--- src/rpt_pkg.sv ---
package rpt_pkg;

  // register map
  localparam logic [7:0] PW_OFFSET      = 8'h06;
  localparam logic [7:0] SW_OFFSET      = 8'h07;
  localparam logic [7:0] PW_RESET       = 8'h00;
  localparam logic [7:0] SW_RESET       = 8'h0E;

  // clock and timing
  localparam int unsigned CLK_PERIOD_PS   = 5000;
  localparam int unsigned PULSE_STEP_PS   = 73700;
  localparam int unsigned PULSE_106_PS    = 2360000;
  localparam int unsigned PULSE_212_PS    = 1400000;
  localparam int unsigned PULSE_424_PS    = 737000;
  localparam int unsigned PULSE_848_PS    = 442000;
  localparam int unsigned SILENCE_STEP_NS = 37760;

  // pulse steps round up to whole cycles
  localparam logic [11:0] PULSE_STEP_CYC = 12'((PULSE_STEP_PS + CLK_PERIOD_PS - 1) / CLK_PERIOD_PS);
  localparam logic [11:0] PULSE_106_CYC  = 12'((PULSE_106_PS + CLK_PERIOD_PS - 1) / CLK_PERIOD_PS);
  localparam logic [11:0] PULSE_212_CYC  = 12'((PULSE_212_PS + CLK_PERIOD_PS - 1) / CLK_PERIOD_PS);
  localparam logic [11:0] PULSE_424_CYC  = 12'((PULSE_424_PS + CLK_PERIOD_PS - 1) / CLK_PERIOD_PS);
  localparam logic [11:0] PULSE_848_CYC  = 12'((PULSE_848_PS + CLK_PERIOD_PS - 1) / CLK_PERIOD_PS);
  localparam int unsigned SILENCE_STEP_CYC_DEF = (SILENCE_STEP_NS * 1000 + CLK_PERIOD_PS - 1) / CLK_PERIOD_PS;

  typedef enum logic [1:0] {
    RATE_106,
    RATE_212,
    RATE_424,
    RATE_848
  } rpt_rate_t;

  typedef enum logic {
    T_IDLE,
    T_RUN
  } rpt_tstate_t;

  typedef struct packed {
    logic       wr;
    logic       rd;
    logic [7:0] addr;
    logic [7:0] wdata;
  } rpt_reg_req_t;

endpackage : rpt_pkg

--- src/rpt_timer_top.sv ---
`timescale 1ns/1ps
// Functional notes
// - The pulse width override register is cleared at reset, while disabled and on a protocol write.
// - An override of zero leaves the pulse width to the selected protocol.
// - A nonzero override N makes each pulse last N steps of 73.7 ns.
// - Protocol widths are 2.36 us, 1.4 us, 737 ns and 442 ns for 106, 212, 424 and 848 kbps.
// - The silence window register is set to 0x0E at reset, while disabled and on a protocol write.
// - Each new protocol selection presets the window to about 529 us.
// - The window starts at the end of transmit and stops when a tag response begins.
// - If the window runs out with no response, the flag and interrupt are raised.
// - The window lasts the register value times 37.76 us.
module rpt_timer_top
  import rpt_pkg::*;
#(
  parameter int unsigned SILENCE_STEP_CYC = SILENCE_STEP_CYC_DEF
)(
  input  wire logic   REF_CLK_I,       // reference clock, 200 MHz
  input  wire logic   SRST_I,          // sync reset, high
  input  wire logic   EN_I,            // device enable pin, low disables
  input  rpt_reg_req_t REG_REQ_I,      // register read or write request
  input  wire logic   PROTO_WR_I,      // protocol selection written
  input  rpt_rate_t   PROTO_RATE_I,    // selected type A rate
  input  wire logic   TX_PULSE_REQ_I,  // start a modulation pulse
  input  wire logic   TX_EOF_DONE_I,   // transmit end of frame finished
  input  wire logic   RX_START_I,      // tag response began
  input  wire logic   FLAG_CLR_I,      // clear the no-response flag
  output logic [7:0]  REG_RDATA_O,     // read data
  output logic        TX_MOD_O,        // modulation pulse level
  output logic        IRQ_O,           // interrupt request, high
  output logic        NO_RESP_FLAG_O,  // no-response flag
  output logic        TIMER_BUSY_O     // window running
);

  localparam int PSW = $clog2(SILENCE_STEP_CYC + 1);
  localparam logic [PSW-1:0] PS_LAST = PSW'(SILENCE_STEP_CYC - 1);

  logic           en_s1_reg;
  logic           en_s2_reg;
  logic           en_s3_reg;
  logic           en_reg;
  logic           preset;
  logic [7:0]     pw_reg;
  logic [7:0]     sw_reg;
  logic [7:0]     rdata_reg;
  rpt_tstate_t    state_reg;
  logic [PSW-1:0] ps_reg;
  logic [7:0]     units_reg;
  logic           expire;
  logic           flag_reg;
  logic [20:0]    elapsed_reg;
  logic [7:0]     load_reg;

  ////////////////////////////////////////////////////////////////////////////
  // enable pin: three stages, level taken once stages two and three agree
  always_ff @(posedge REF_CLK_I) begin
    if (SRST_I) begin
      en_s1_reg <= 1'b0;
      en_s2_reg <= 1'b0;
      en_s3_reg <= 1'b0;
    end else begin
      en_s1_reg <= EN_I;
      en_s2_reg <= en_s1_reg;
      en_s3_reg <= en_s2_reg;
    end
  end

  always_ff @(posedge REF_CLK_I) begin
    if (SRST_I) begin
      en_reg <= 1'b0;
    end else if (en_s2_reg == en_s3_reg) begin
      en_reg <= en_s3_reg;
    end
  end

  assign preset = !en_reg || PROTO_WR_I;

  ////////////////////////////////////////////////////////////////////////////
  // registers
  always_ff @(posedge REF_CLK_I) begin
    if (SRST_I || preset) begin
      pw_reg <= PW_RESET;
    end else if (REG_REQ_I.wr && REG_REQ_I.addr == PW_OFFSET) begin
      pw_reg <= REG_REQ_I.wdata;
    end
  end

  always_ff @(posedge REF_CLK_I) begin
    if (SRST_I || preset) begin
      sw_reg <= SW_RESET;
    end else if (REG_REQ_I.wr && REG_REQ_I.addr == SW_OFFSET) begin
      sw_reg <= REG_REQ_I.wdata;
    end
  end

  always_ff @(posedge REF_CLK_I) begin
    if (SRST_I) begin
      rdata_reg <= 8'h00;
    end else if (REG_REQ_I.rd) begin
      unique case (REG_REQ_I.addr)
        PW_OFFSET: rdata_reg <= pw_reg;
        SW_OFFSET: rdata_reg <= sw_reg;
        default:   rdata_reg <= 8'h00;
      endcase
    end
  end

  assign REG_RDATA_O = rdata_reg;

  ////////////////////////////////////////////////////////////////////////////
  // modulation pulse
  rpt_pulse_gen u_pulse (
    .clk_i   (REF_CLK_I),
    .srst_i  (SRST_I),
    .clr_i   (!en_reg),
    .start_i (TX_PULSE_REQ_I),
    .ovr_i   (pw_reg),
    .rate_i  (PROTO_RATE_I),
    .pulse_o (TX_MOD_O)
  );

  ////////////////////////////////////////////////////////////////////////////
  // no-response window
  assign expire = (state_reg == T_RUN) && (ps_reg == PS_LAST) && (units_reg == 8'h01)
                  && !RX_START_I && !TX_EOF_DONE_I;

  always_ff @(posedge REF_CLK_I) begin
    if (SRST_I || !en_reg) begin
      state_reg <= T_IDLE;
      ps_reg    <= '0;
      units_reg <= 8'h00;
    end else if (TX_EOF_DONE_I) begin
      // a zero window value leaves the timer off
      state_reg <= (sw_reg != 8'h00) ? T_RUN : T_IDLE;
      ps_reg    <= '0;
      units_reg <= sw_reg;
    end else if (state_reg == T_RUN) begin
      if (RX_START_I || expire) begin
        state_reg <= T_IDLE;
      end else if (ps_reg == PS_LAST) begin
        ps_reg    <= '0;
        units_reg <= units_reg - 8'h01;
      end else begin
        ps_reg <= ps_reg + PSW'(1);
      end
    end
  end

  // set wins over clear
  always_ff @(posedge REF_CLK_I) begin
    if (SRST_I) begin
      flag_reg <= 1'b0;
    end else if (expire) begin
      flag_reg <= 1'b1;
    end else if (FLAG_CLR_I) begin
      flag_reg <= 1'b0;
    end
  end

  assign IRQ_O          = flag_reg;
  assign NO_RESP_FLAG_O = flag_reg;
  assign TIMER_BUSY_O   = (state_reg == T_RUN);

  ////////////////////////////////////////////////////////////////////////////
  // checks
  always_ff @(posedge REF_CLK_I) begin
    if (SRST_I || state_reg != T_RUN || TX_EOF_DONE_I) begin
      elapsed_reg <= 21'h000000;
    end else begin
      elapsed_reg <= elapsed_reg + 21'h000001;
    end
  end

  always_ff @(posedge REF_CLK_I) begin
    if (SRST_I) begin
      load_reg <= 8'h00;
    end else if (TX_EOF_DONE_I) begin
      load_reg <= sw_reg;
    end
  end

  property p_pw_preset;
    @(posedge REF_CLK_I) disable iff (SRST_I)
    preset |=> (pw_reg == PW_RESET);
  endproperty
  a_pw_preset: assert property (p_pw_preset) else $error("override not cleared on preset");

  property p_sw_preset;
    @(posedge REF_CLK_I) disable iff (SRST_I)
    (PROTO_WR_I && en_reg) |=> (sw_reg == SW_RESET) && (pw_reg == PW_RESET);
  endproperty
  a_sw_preset: assert property (p_sw_preset) else $error("window not preset on protocol write");

  property p_proto_window;
    @(posedge REF_CLK_I) disable iff (SRST_I)
    (PROTO_WR_I && en_reg) ##1 (TX_EOF_DONE_I && !PROTO_WR_I && !REG_REQ_I.wr && en_reg) |=> (units_reg == SW_RESET);
  endproperty
  a_proto_window: assert property (p_proto_window) else $error("window not 0x0E after protocol write");

  property p_start;
    @(posedge REF_CLK_I) disable iff (SRST_I)
    (TX_EOF_DONE_I && en_reg && sw_reg != 8'h00 && en_s2_reg == en_s3_reg && en_s3_reg) |=> TIMER_BUSY_O;
  endproperty
  a_start: assert property (p_start) else $error("window did not start at end of transmit");

  property p_stop;
    @(posedge REF_CLK_I) disable iff (SRST_I)
    (RX_START_I && TIMER_BUSY_O && !TX_EOF_DONE_I) |=> !TIMER_BUSY_O && (flag_reg == $past(flag_reg) || !flag_reg);
  endproperty
  a_stop: assert property (p_stop) else $error("response did not stop the window");

  property p_expire_flag;
    @(posedge REF_CLK_I) disable iff (SRST_I)
    expire |=> flag_reg && IRQ_O && !TIMER_BUSY_O;
  endproperty
  a_expire_flag: assert property (p_expire_flag) else $error("expiry did not raise flag");

  property p_set_wins;
    @(posedge REF_CLK_I) disable iff (SRST_I)
    (expire && FLAG_CLR_I) |=> flag_reg;
  endproperty
  a_set_wins: assert property (p_set_wins) else $error("clear beat a new expiry");

  property p_window_len;
    @(posedge REF_CLK_I) disable iff (SRST_I)
    expire |-> (elapsed_reg == 21'(load_reg * SILENCE_STEP_CYC - 1));
  endproperty
  a_window_len: assert property (p_window_len) else $error("window length wrong");

  property p_restart;
    @(posedge REF_CLK_I) disable iff (SRST_I)
    (TX_EOF_DONE_I && en_reg && TIMER_BUSY_O) |=> (units_reg == $past(sw_reg)) && (ps_reg == '0);
  endproperty
  a_restart: assert property (p_restart) else $error("window not restarted from register");

endmodule : rpt_timer_top

--- src/rpt_pulse_gen.sv ---
`timescale 1ns/1ps
module rpt_pulse_gen
  import rpt_pkg::*;
(
  input  wire logic       clk_i,    // reference clock
  input  wire logic       srst_i,   // sync reset, high
  input  wire logic       clr_i,    // abort pulse, high
  input  wire logic       start_i,  // start one modulation pulse
  input  wire logic [7:0] ovr_i,    // pulse width override value
  input  rpt_rate_t       rate_i,   // selected type A rate
  output logic            pulse_o   // modulation pulse level
);

  logic [11:0] len_next;
  logic [11:0] len_reg;
  logic [11:0] cnt_reg;
  logic        pulse_reg;
  logic [11:0] hi_cnt_reg;

  always_comb begin
    if (ovr_i != 8'h00) begin
      len_next = 12'(ovr_i * PULSE_STEP_CYC);
    end else begin
      unique case (rate_i)
        RATE_106: len_next = PULSE_106_CYC;
        RATE_212: len_next = PULSE_212_CYC;
        RATE_424: len_next = PULSE_424_CYC;
        RATE_848: len_next = PULSE_848_CYC;
      endcase
    end
  end

  // a start while a pulse is running is ignored
  always_ff @(posedge clk_i) begin
    if (srst_i || clr_i) begin
      pulse_reg <= 1'b0;
      cnt_reg   <= 12'h000;
      len_reg   <= 12'h000;
    end else if (start_i && !pulse_reg) begin
      pulse_reg <= 1'b1;
      cnt_reg   <= len_next - 12'h001;
      len_reg   <= len_next;
    end else if (pulse_reg) begin
      if (cnt_reg == 12'h000) begin
        pulse_reg <= 1'b0;
      end else begin
        cnt_reg <= cnt_reg - 12'h001;
      end
    end
  end

  assign pulse_o = pulse_reg;

  ////////////////////////////////////////////////////////////////////////////
  always_ff @(posedge clk_i) begin
    if (srst_i || !pulse_reg) begin
      hi_cnt_reg <= 12'h000;
    end else begin
      hi_cnt_reg <= hi_cnt_reg + 12'h001;
    end
  end

  property p_pulse_len;
    @(posedge clk_i) disable iff (srst_i)
    ($fell(pulse_reg) && !$past(clr_i)) |-> (hi_cnt_reg == len_reg);
  endproperty
  a_pulse_len: assert property (p_pulse_len) else $error("pulse width differs from loaded length");

  property p_ovr_len;
    @(posedge clk_i) disable iff (srst_i)
    (start_i && !pulse_reg && !clr_i && ovr_i != 8'h00) |=> (len_reg == 12'($past(ovr_i) * PULSE_STEP_CYC));
  endproperty
  a_ovr_len: assert property (p_ovr_len) else $error("override pulse length wrong");

  property p_zero_proto;
    @(posedge clk_i) disable iff (srst_i)
    (start_i && !pulse_reg && !clr_i && ovr_i == 8'h00 && rate_i == RATE_106) |=> (len_reg == PULSE_106_CYC);
  endproperty
  a_zero_proto: assert property (p_zero_proto) else $error("zero override did not use protocol width");

  property p_proto_848;
    @(posedge clk_i) disable iff (srst_i)
    (start_i && !pulse_reg && !clr_i && ovr_i == 8'h00 && rate_i == RATE_848) |=> (len_reg == PULSE_848_CYC);
  endproperty
  a_proto_848: assert property (p_proto_848) else $error("848 kbps pulse width wrong");

endmodule : rpt_pulse_gen

--- config.mk ---
export PLATFORM = sky130hd
export DESIGN_NAME = rpt_timer_top
export DESIGN_NICKNAME = d
export VERILOG_FILES = /design/src/rpt_pkg.sv /design/src/rpt_timer_top.sv /design/src/rpt_pulse_gen.sv
export SDC_FILE = /design/constraint.sdc
export NUM_CORES = 1
export LEC_CHECK = 0
export BUFFER_PORTS_ARGS = -buffer_cell sky130_fd_sc_hd__buf_2
export CAP_MARGIN = 20
export CORE_ASPECT_RATIO = 0.7
export CORE_UTILIZATION = 60
export DETAILED_ROUTE_END_ITERATION = 10
export GPL_ROUTABILITY_DRIVEN = 0
export GPL_TIMING_DRIVEN = 1
export PLACE_DENSITY = 0.93
export SLEW_MARGIN = 30
export SYNTH_ARGS = -nofsm -noshare
export SYNTH_HDL_FRONTEND = slang
export SYNTH_SLANG_ARGS = --single-unit
--- constraint.sdc ---
create_clock -name REF_CLK_I -period 4.6 [get_ports REF_CLK_I]
set_input_delay 0.69 -clock REF_CLK_I [delete_from_list [all_inputs] [get_ports REF_CLK_I]]
set_output_delay 0.69 -clock REF_CLK_I [all_outputs]
set_load 0.05 [all_outputs]
# After elaboration in Yosys (flattened, before gate mapping)
# Index checks and enable logic that the tools add are counted.
# word_totals
register_bits	64
output_inout_bits	12
# op_classes
addsub	4
bitwise	1
n_mul	1
eq_ne	10
mux	20
reduce_logical	27
# op_table
cell	count
$mux W12	4
$pmux W12 S4	1
$mux W8	4
$sub A12 B1 Y12 const B	2
$eq A8 B3 Y1 const B	2
$pmux W8 S2	1
$reduce_bool A8 Y1	2
$add A13 B1 Y13 const B	1
$eq A13 B13 Y1 const B	1
$mux W13	1
$logic_not A12 Y1	1
$mul A8 B4 Y12 const B	1
$mux W1	9
$eq A8 B1 Y1 const B	1
$reduce_bool A2 Y1	4
$sub A8 B1 Y8 const B	1
$logic_and A1 B1 Y1	7
$eq A2 B2 Y1 const B	2
$logic_not A1 Y1	4
$logic_or A1 B1 Y1	4
$reduce_and A2 Y1	2
$reduce_and A3 Y1	1
$eq A2 B1 Y1 const B	1
$logic_not A2 Y1	1
5 further kinds	5

# Depth between registers and ports, before layout
# logic_depth
ltp_word	9
mapped_depth	13
depth_no_buf	12

# Hierarchy
# Synthesis repeated with hierarchy kept, for this count alone.
# hier_totals
cells_unflattened	500
area_unflattened_um2	4496.8
# by_module_without_submodules
mod	seq_area_each_um2	cells_per_inst	n_inst	area_per_inst_um2
rpt_timer_top	1021.0	263	1	2489.9
rpt_pulse_gen	260.2	237	1	2006.9

# Worst setup path before layout
# No wires, ideal clock.
# synth_path
path_kind	flip-flop to flip-flop
start	register pw_reg[5]
end	register u_pulse.cnt_reg[10]
stages_incl_launch_ff	13
synth_period_minus_slack_ns	3.525
setup_time_ns	0.117
t_arrival_ns	3.407
setup_slack_ns	1.075
required_time_ns	4.483
cell_sequence	dfxtp_1 -> inv_1 -> fa_1 -> fa_1 -> inv_1 -> ha_1 -> o211ai_1 -> o2111a_1 -> or3_2 -> a211oi_1 -> nand4_1 -> mux2i_1 -> nand2_1
# synth_between
elab_chain_cells	4
elab_cells_between_ends	5
classes_between	add/sub: 1; mul: 1; mux: 2; reduce/logical: 1
# synth_lines
element	line	text
from (decl)	rpt_timer_top.sv:42	logic [7:0] pw_reg;
from (signal assigned)	rpt_timer_top.sv:83	pw_reg <= REG_REQ_I.wdata;
$mul A8 B4 Y12 / $reduce_bool A8 Y1 (equally long branches)	rpt_pulse_gen.sv:22, rpt_pulse_gen.sv:21	
$mux W12 (*)	rpt_pulse_gen.sv:21	if (ovr_i != 8'h00) begin
$sub A12 B1 Y12 (*)	rpt_pulse_gen.sv:41	cnt_reg <= len_next - 12'h001;
$mux W12 (*)	rpt_pulse_gen.sv:39	end else if (start_i && !pulse_reg) begin
to (signal assigned)	rpt_pulse_gen.sv:41	
to (signal assigned)	rpt_pulse_gen.sv:47	cnt_reg <= cnt_reg - 12'h001;
to (decl)	rpt_pulse_gen.sv:16	logic [11:0] cnt_reg;
# Every way passes the cells marked *; elsewhere a longest branch is shown, timed or not.
# A chain may end at the register's enable or synchronous reset.

# Final worst setup path
# layout_path
start	register pw_reg[2]
end	register u_pulse.cnt_reg[11]
# Same word-level chain as after synthesis.

==> results.ini <==
[status]
status = finished, final reports clean

[cts]
cts_tree = yes
cts_setup_buffers = 0
clkLatencyLatePin_ns = 0.35
clock_path_buffers = 2
post_cts_resized = 0
numCtsBuffers = 9
cts_hold_buf = 0
root_buffer = clkbuf_8
htreeDepth = 3
cts.sinks = 64
clk_pin_slew_worst_paths_ns = 0.08

[floorplanning]
chipHeight_um = 72.21
dieArea_sq_mm = 0.007387
initial_core_util = 0.6225
io_pins = 40
num_rows = 25
fp.dieW_um = 102.3
core_area_sq_mm = 0.006788

[logic_synthesis]
syn_area_sq_mm = 0.004225
yosys_most_used_dff = dfxtp_1
ys_ff_latch = 64
synth_area_leaders = dfxtp_1, ha_1, fa_1, mux2i_1, nor2_1
syn_inst = 489
synth_seq_area_share = 0.3032
syn_avg_cell_area_sq_um = 8.641
synth-edff-count = 0
yosys.area.top_type_share = 0.3032
async_reset_ff_frac = 0
yosysWarningCount = 0
netlist-cell-type-count = 63
synth_largest_area_cell = dfxtp_1
syn_nets = 557

[sta]
holdWs_ns = 0.4580
fin_tns_setup_ns = 0
finalHoldViolations = 0
slew_headroom = 0.3709
drv_slew = 0
setup_viol = 0
worst_slew_pin_slew_ns = 0.9401
fin_crit_ns = 3.914
max_freq_mhz = 255.5
worst_clock_skew_ns = 0.01054
period_share = 0.8508
rsz0062_at_grt = false

[final_layout]
antenna_cells = 0
drive_above_1_share = 0.1502
nets = 589
syn_to_final_growth_pct = 9.802
nFillCells = 488
largest_reg_flops = 13
final_common_cell = dfxtp_1
layout_common_cells = dfxtp_1, nor2_1, buf_2

[placed_design]
port_buffers = 39
dp_hpwl_mm = 7.446

[drt]
wl_per_cell_um = 16.44
drt_first_pass_iters = 7
drt.antenna.violating_nets = 0
dr_total_vias = 3805
vias_per_cell = 6.137
drc_errors = 0
drt-initial-drc-count = 327
wl_mm = 10.20

[worst_setup_path]
critPathLaunch = pw_reg[2]
cp.required_ns = 4.79
r2r_slack_ns = 0.69
cp_max_fo = 5
end_kind = register
cp.arrival_ns = 4.11
cp-endpoint = u_pulse.cnt_reg[11]
crit_type = reg -> reg
start_kind = register
r2r-start = pw_reg[2]
r2r-end = u_pulse.cnt_reg[11]
reg2regPathDepth = 12

[global_route]
grt_max_degree = 24
grt_pass1_vias = 3506
grt_usage = 0.2931
grt.overflow.total = 0
antenna_found_initial = 0
grt_first_pass_wirelength_mm = 16.46

[pwr]
total_power_mw = 1.188
vdd_ir_drop_max_mv = 0.1537
power_per_cell_area_mw_per_mm2 = 256.0
p_leak_nw = 1.948

[job]
drv_cap = 0

[hold_path]
hold_class = reg -> reg

## critical path, stage by stage (launching register included)
cell and delay [ns]:
dfxtp_1 0.41, inv_1 0.15, fa_1 0.51, fa_1 0.52
inv_1 0.04, ha_1 0.23, a211oi_1 0.55, o21bai_1 0.17
a32o_1 0.33, and2b_4 0.29, nand4_4 0.13, o311ai_2 0.31
a31oi_1 0.11
## area by class of cell
| type | count | area (sq um) | share of cell area |
|---|---|---|---|
| well taps | 94 | 117.6 | 0.02535 |
| flip-flops and latches | 64 | 1281 | 0.2762 |
| repair buffers | 40 | 202.7 | 0.04369 |
| clock inverters | 7 | 95.09 | 0.02050 |
| clock buffers | 9 | 123.9 | 0.02670 |
| inverters | 33 | 123.9 | 0.02670 |
| multi-input cells | 373 | 2695 | 0.5809 |
## kinds of logic (layout without fill, tap and decap cells)
family	count (synthesis)	count (layout)	synth area share
compound gates	94	94	0.1495
buf+inv	52	89	0.05893
flops	64	64	0.3032
fa+ha+maj	40	40	0.1415
xor+xnor	22	22	0.04560
mux	24	24	0.05686
simple gates	193	193	0.2443
## power by group
group / switching [mW] / total (mW) / internal [mW]
sequential: 0.000547 / 0.555 / 0.555
clock: 0.253 / 0.559 / 0.306
combinational: 0.0453 / 0.0737 / 0.0284
total: 0.299 / 1.19 / 0.889
## stage by stage
step / instance area [sq um] / setup slack, ns / cells / util
after floorplan: 4225 / 1.075 / 489 / -
after global placement: 4420 / 0.9237 / 604 / 0.6512
after detailed placement: 4420 / 0.7737 / 604 / 0.6512
after CTS: 4639 / 0.7368 / 620 / 0.6835
after global routing: 4639 / 0.3602 / 620 / 0.6835
final: 4639 / 0.6864 / 620 / 0.6835
## cell usage after synthesis (11+ instances only)
| cell type | count |
|---|---|
| nor2_1 | 62 |
| clkbuf_1 | 11 |
| a21oi_1 | 35 |
| xnor2_1 | 15 |
| inv_1 | 33 |
| ha_1 | 27 |
| nor3_1 | 13 |
| dfxtp_1 | 64 |
| nand2_1 | 36 |
| nor2b_1 | 14 |
| o21ai_0 | 21 |
| mux2i_1 | 24 |
| fa_1 | 13 |
## worst min-delay path by stage
stage,start,end,slack (ns),cells past startpoint
6_report,en_s1_reg,en_s2_reg,0.46,1
5_1_grt,en_s1_reg,en_s2_reg,0.47,1
3_5_place_dp,en_s1_reg,en_s2_reg,0.45,1
3_3_place_gp,en_s1_reg,en_s2_reg,0.42,1
2_1_floorplan,en_s1_reg,en_s2_reg,0.41,1
4_1_cts,en_s1_reg,en_s2_reg,0.46,1
## routing by layer
layer	GRT usage	vias up	share of wire
li1	-	1783	-
met1	0.3810	1793	0.42
met2	0.4623	199	0.46
met3	0.06744	30	0.087
met4	0.1429	0	0.029
met5	0	-	0
Power figures use the tool's default switching activity.
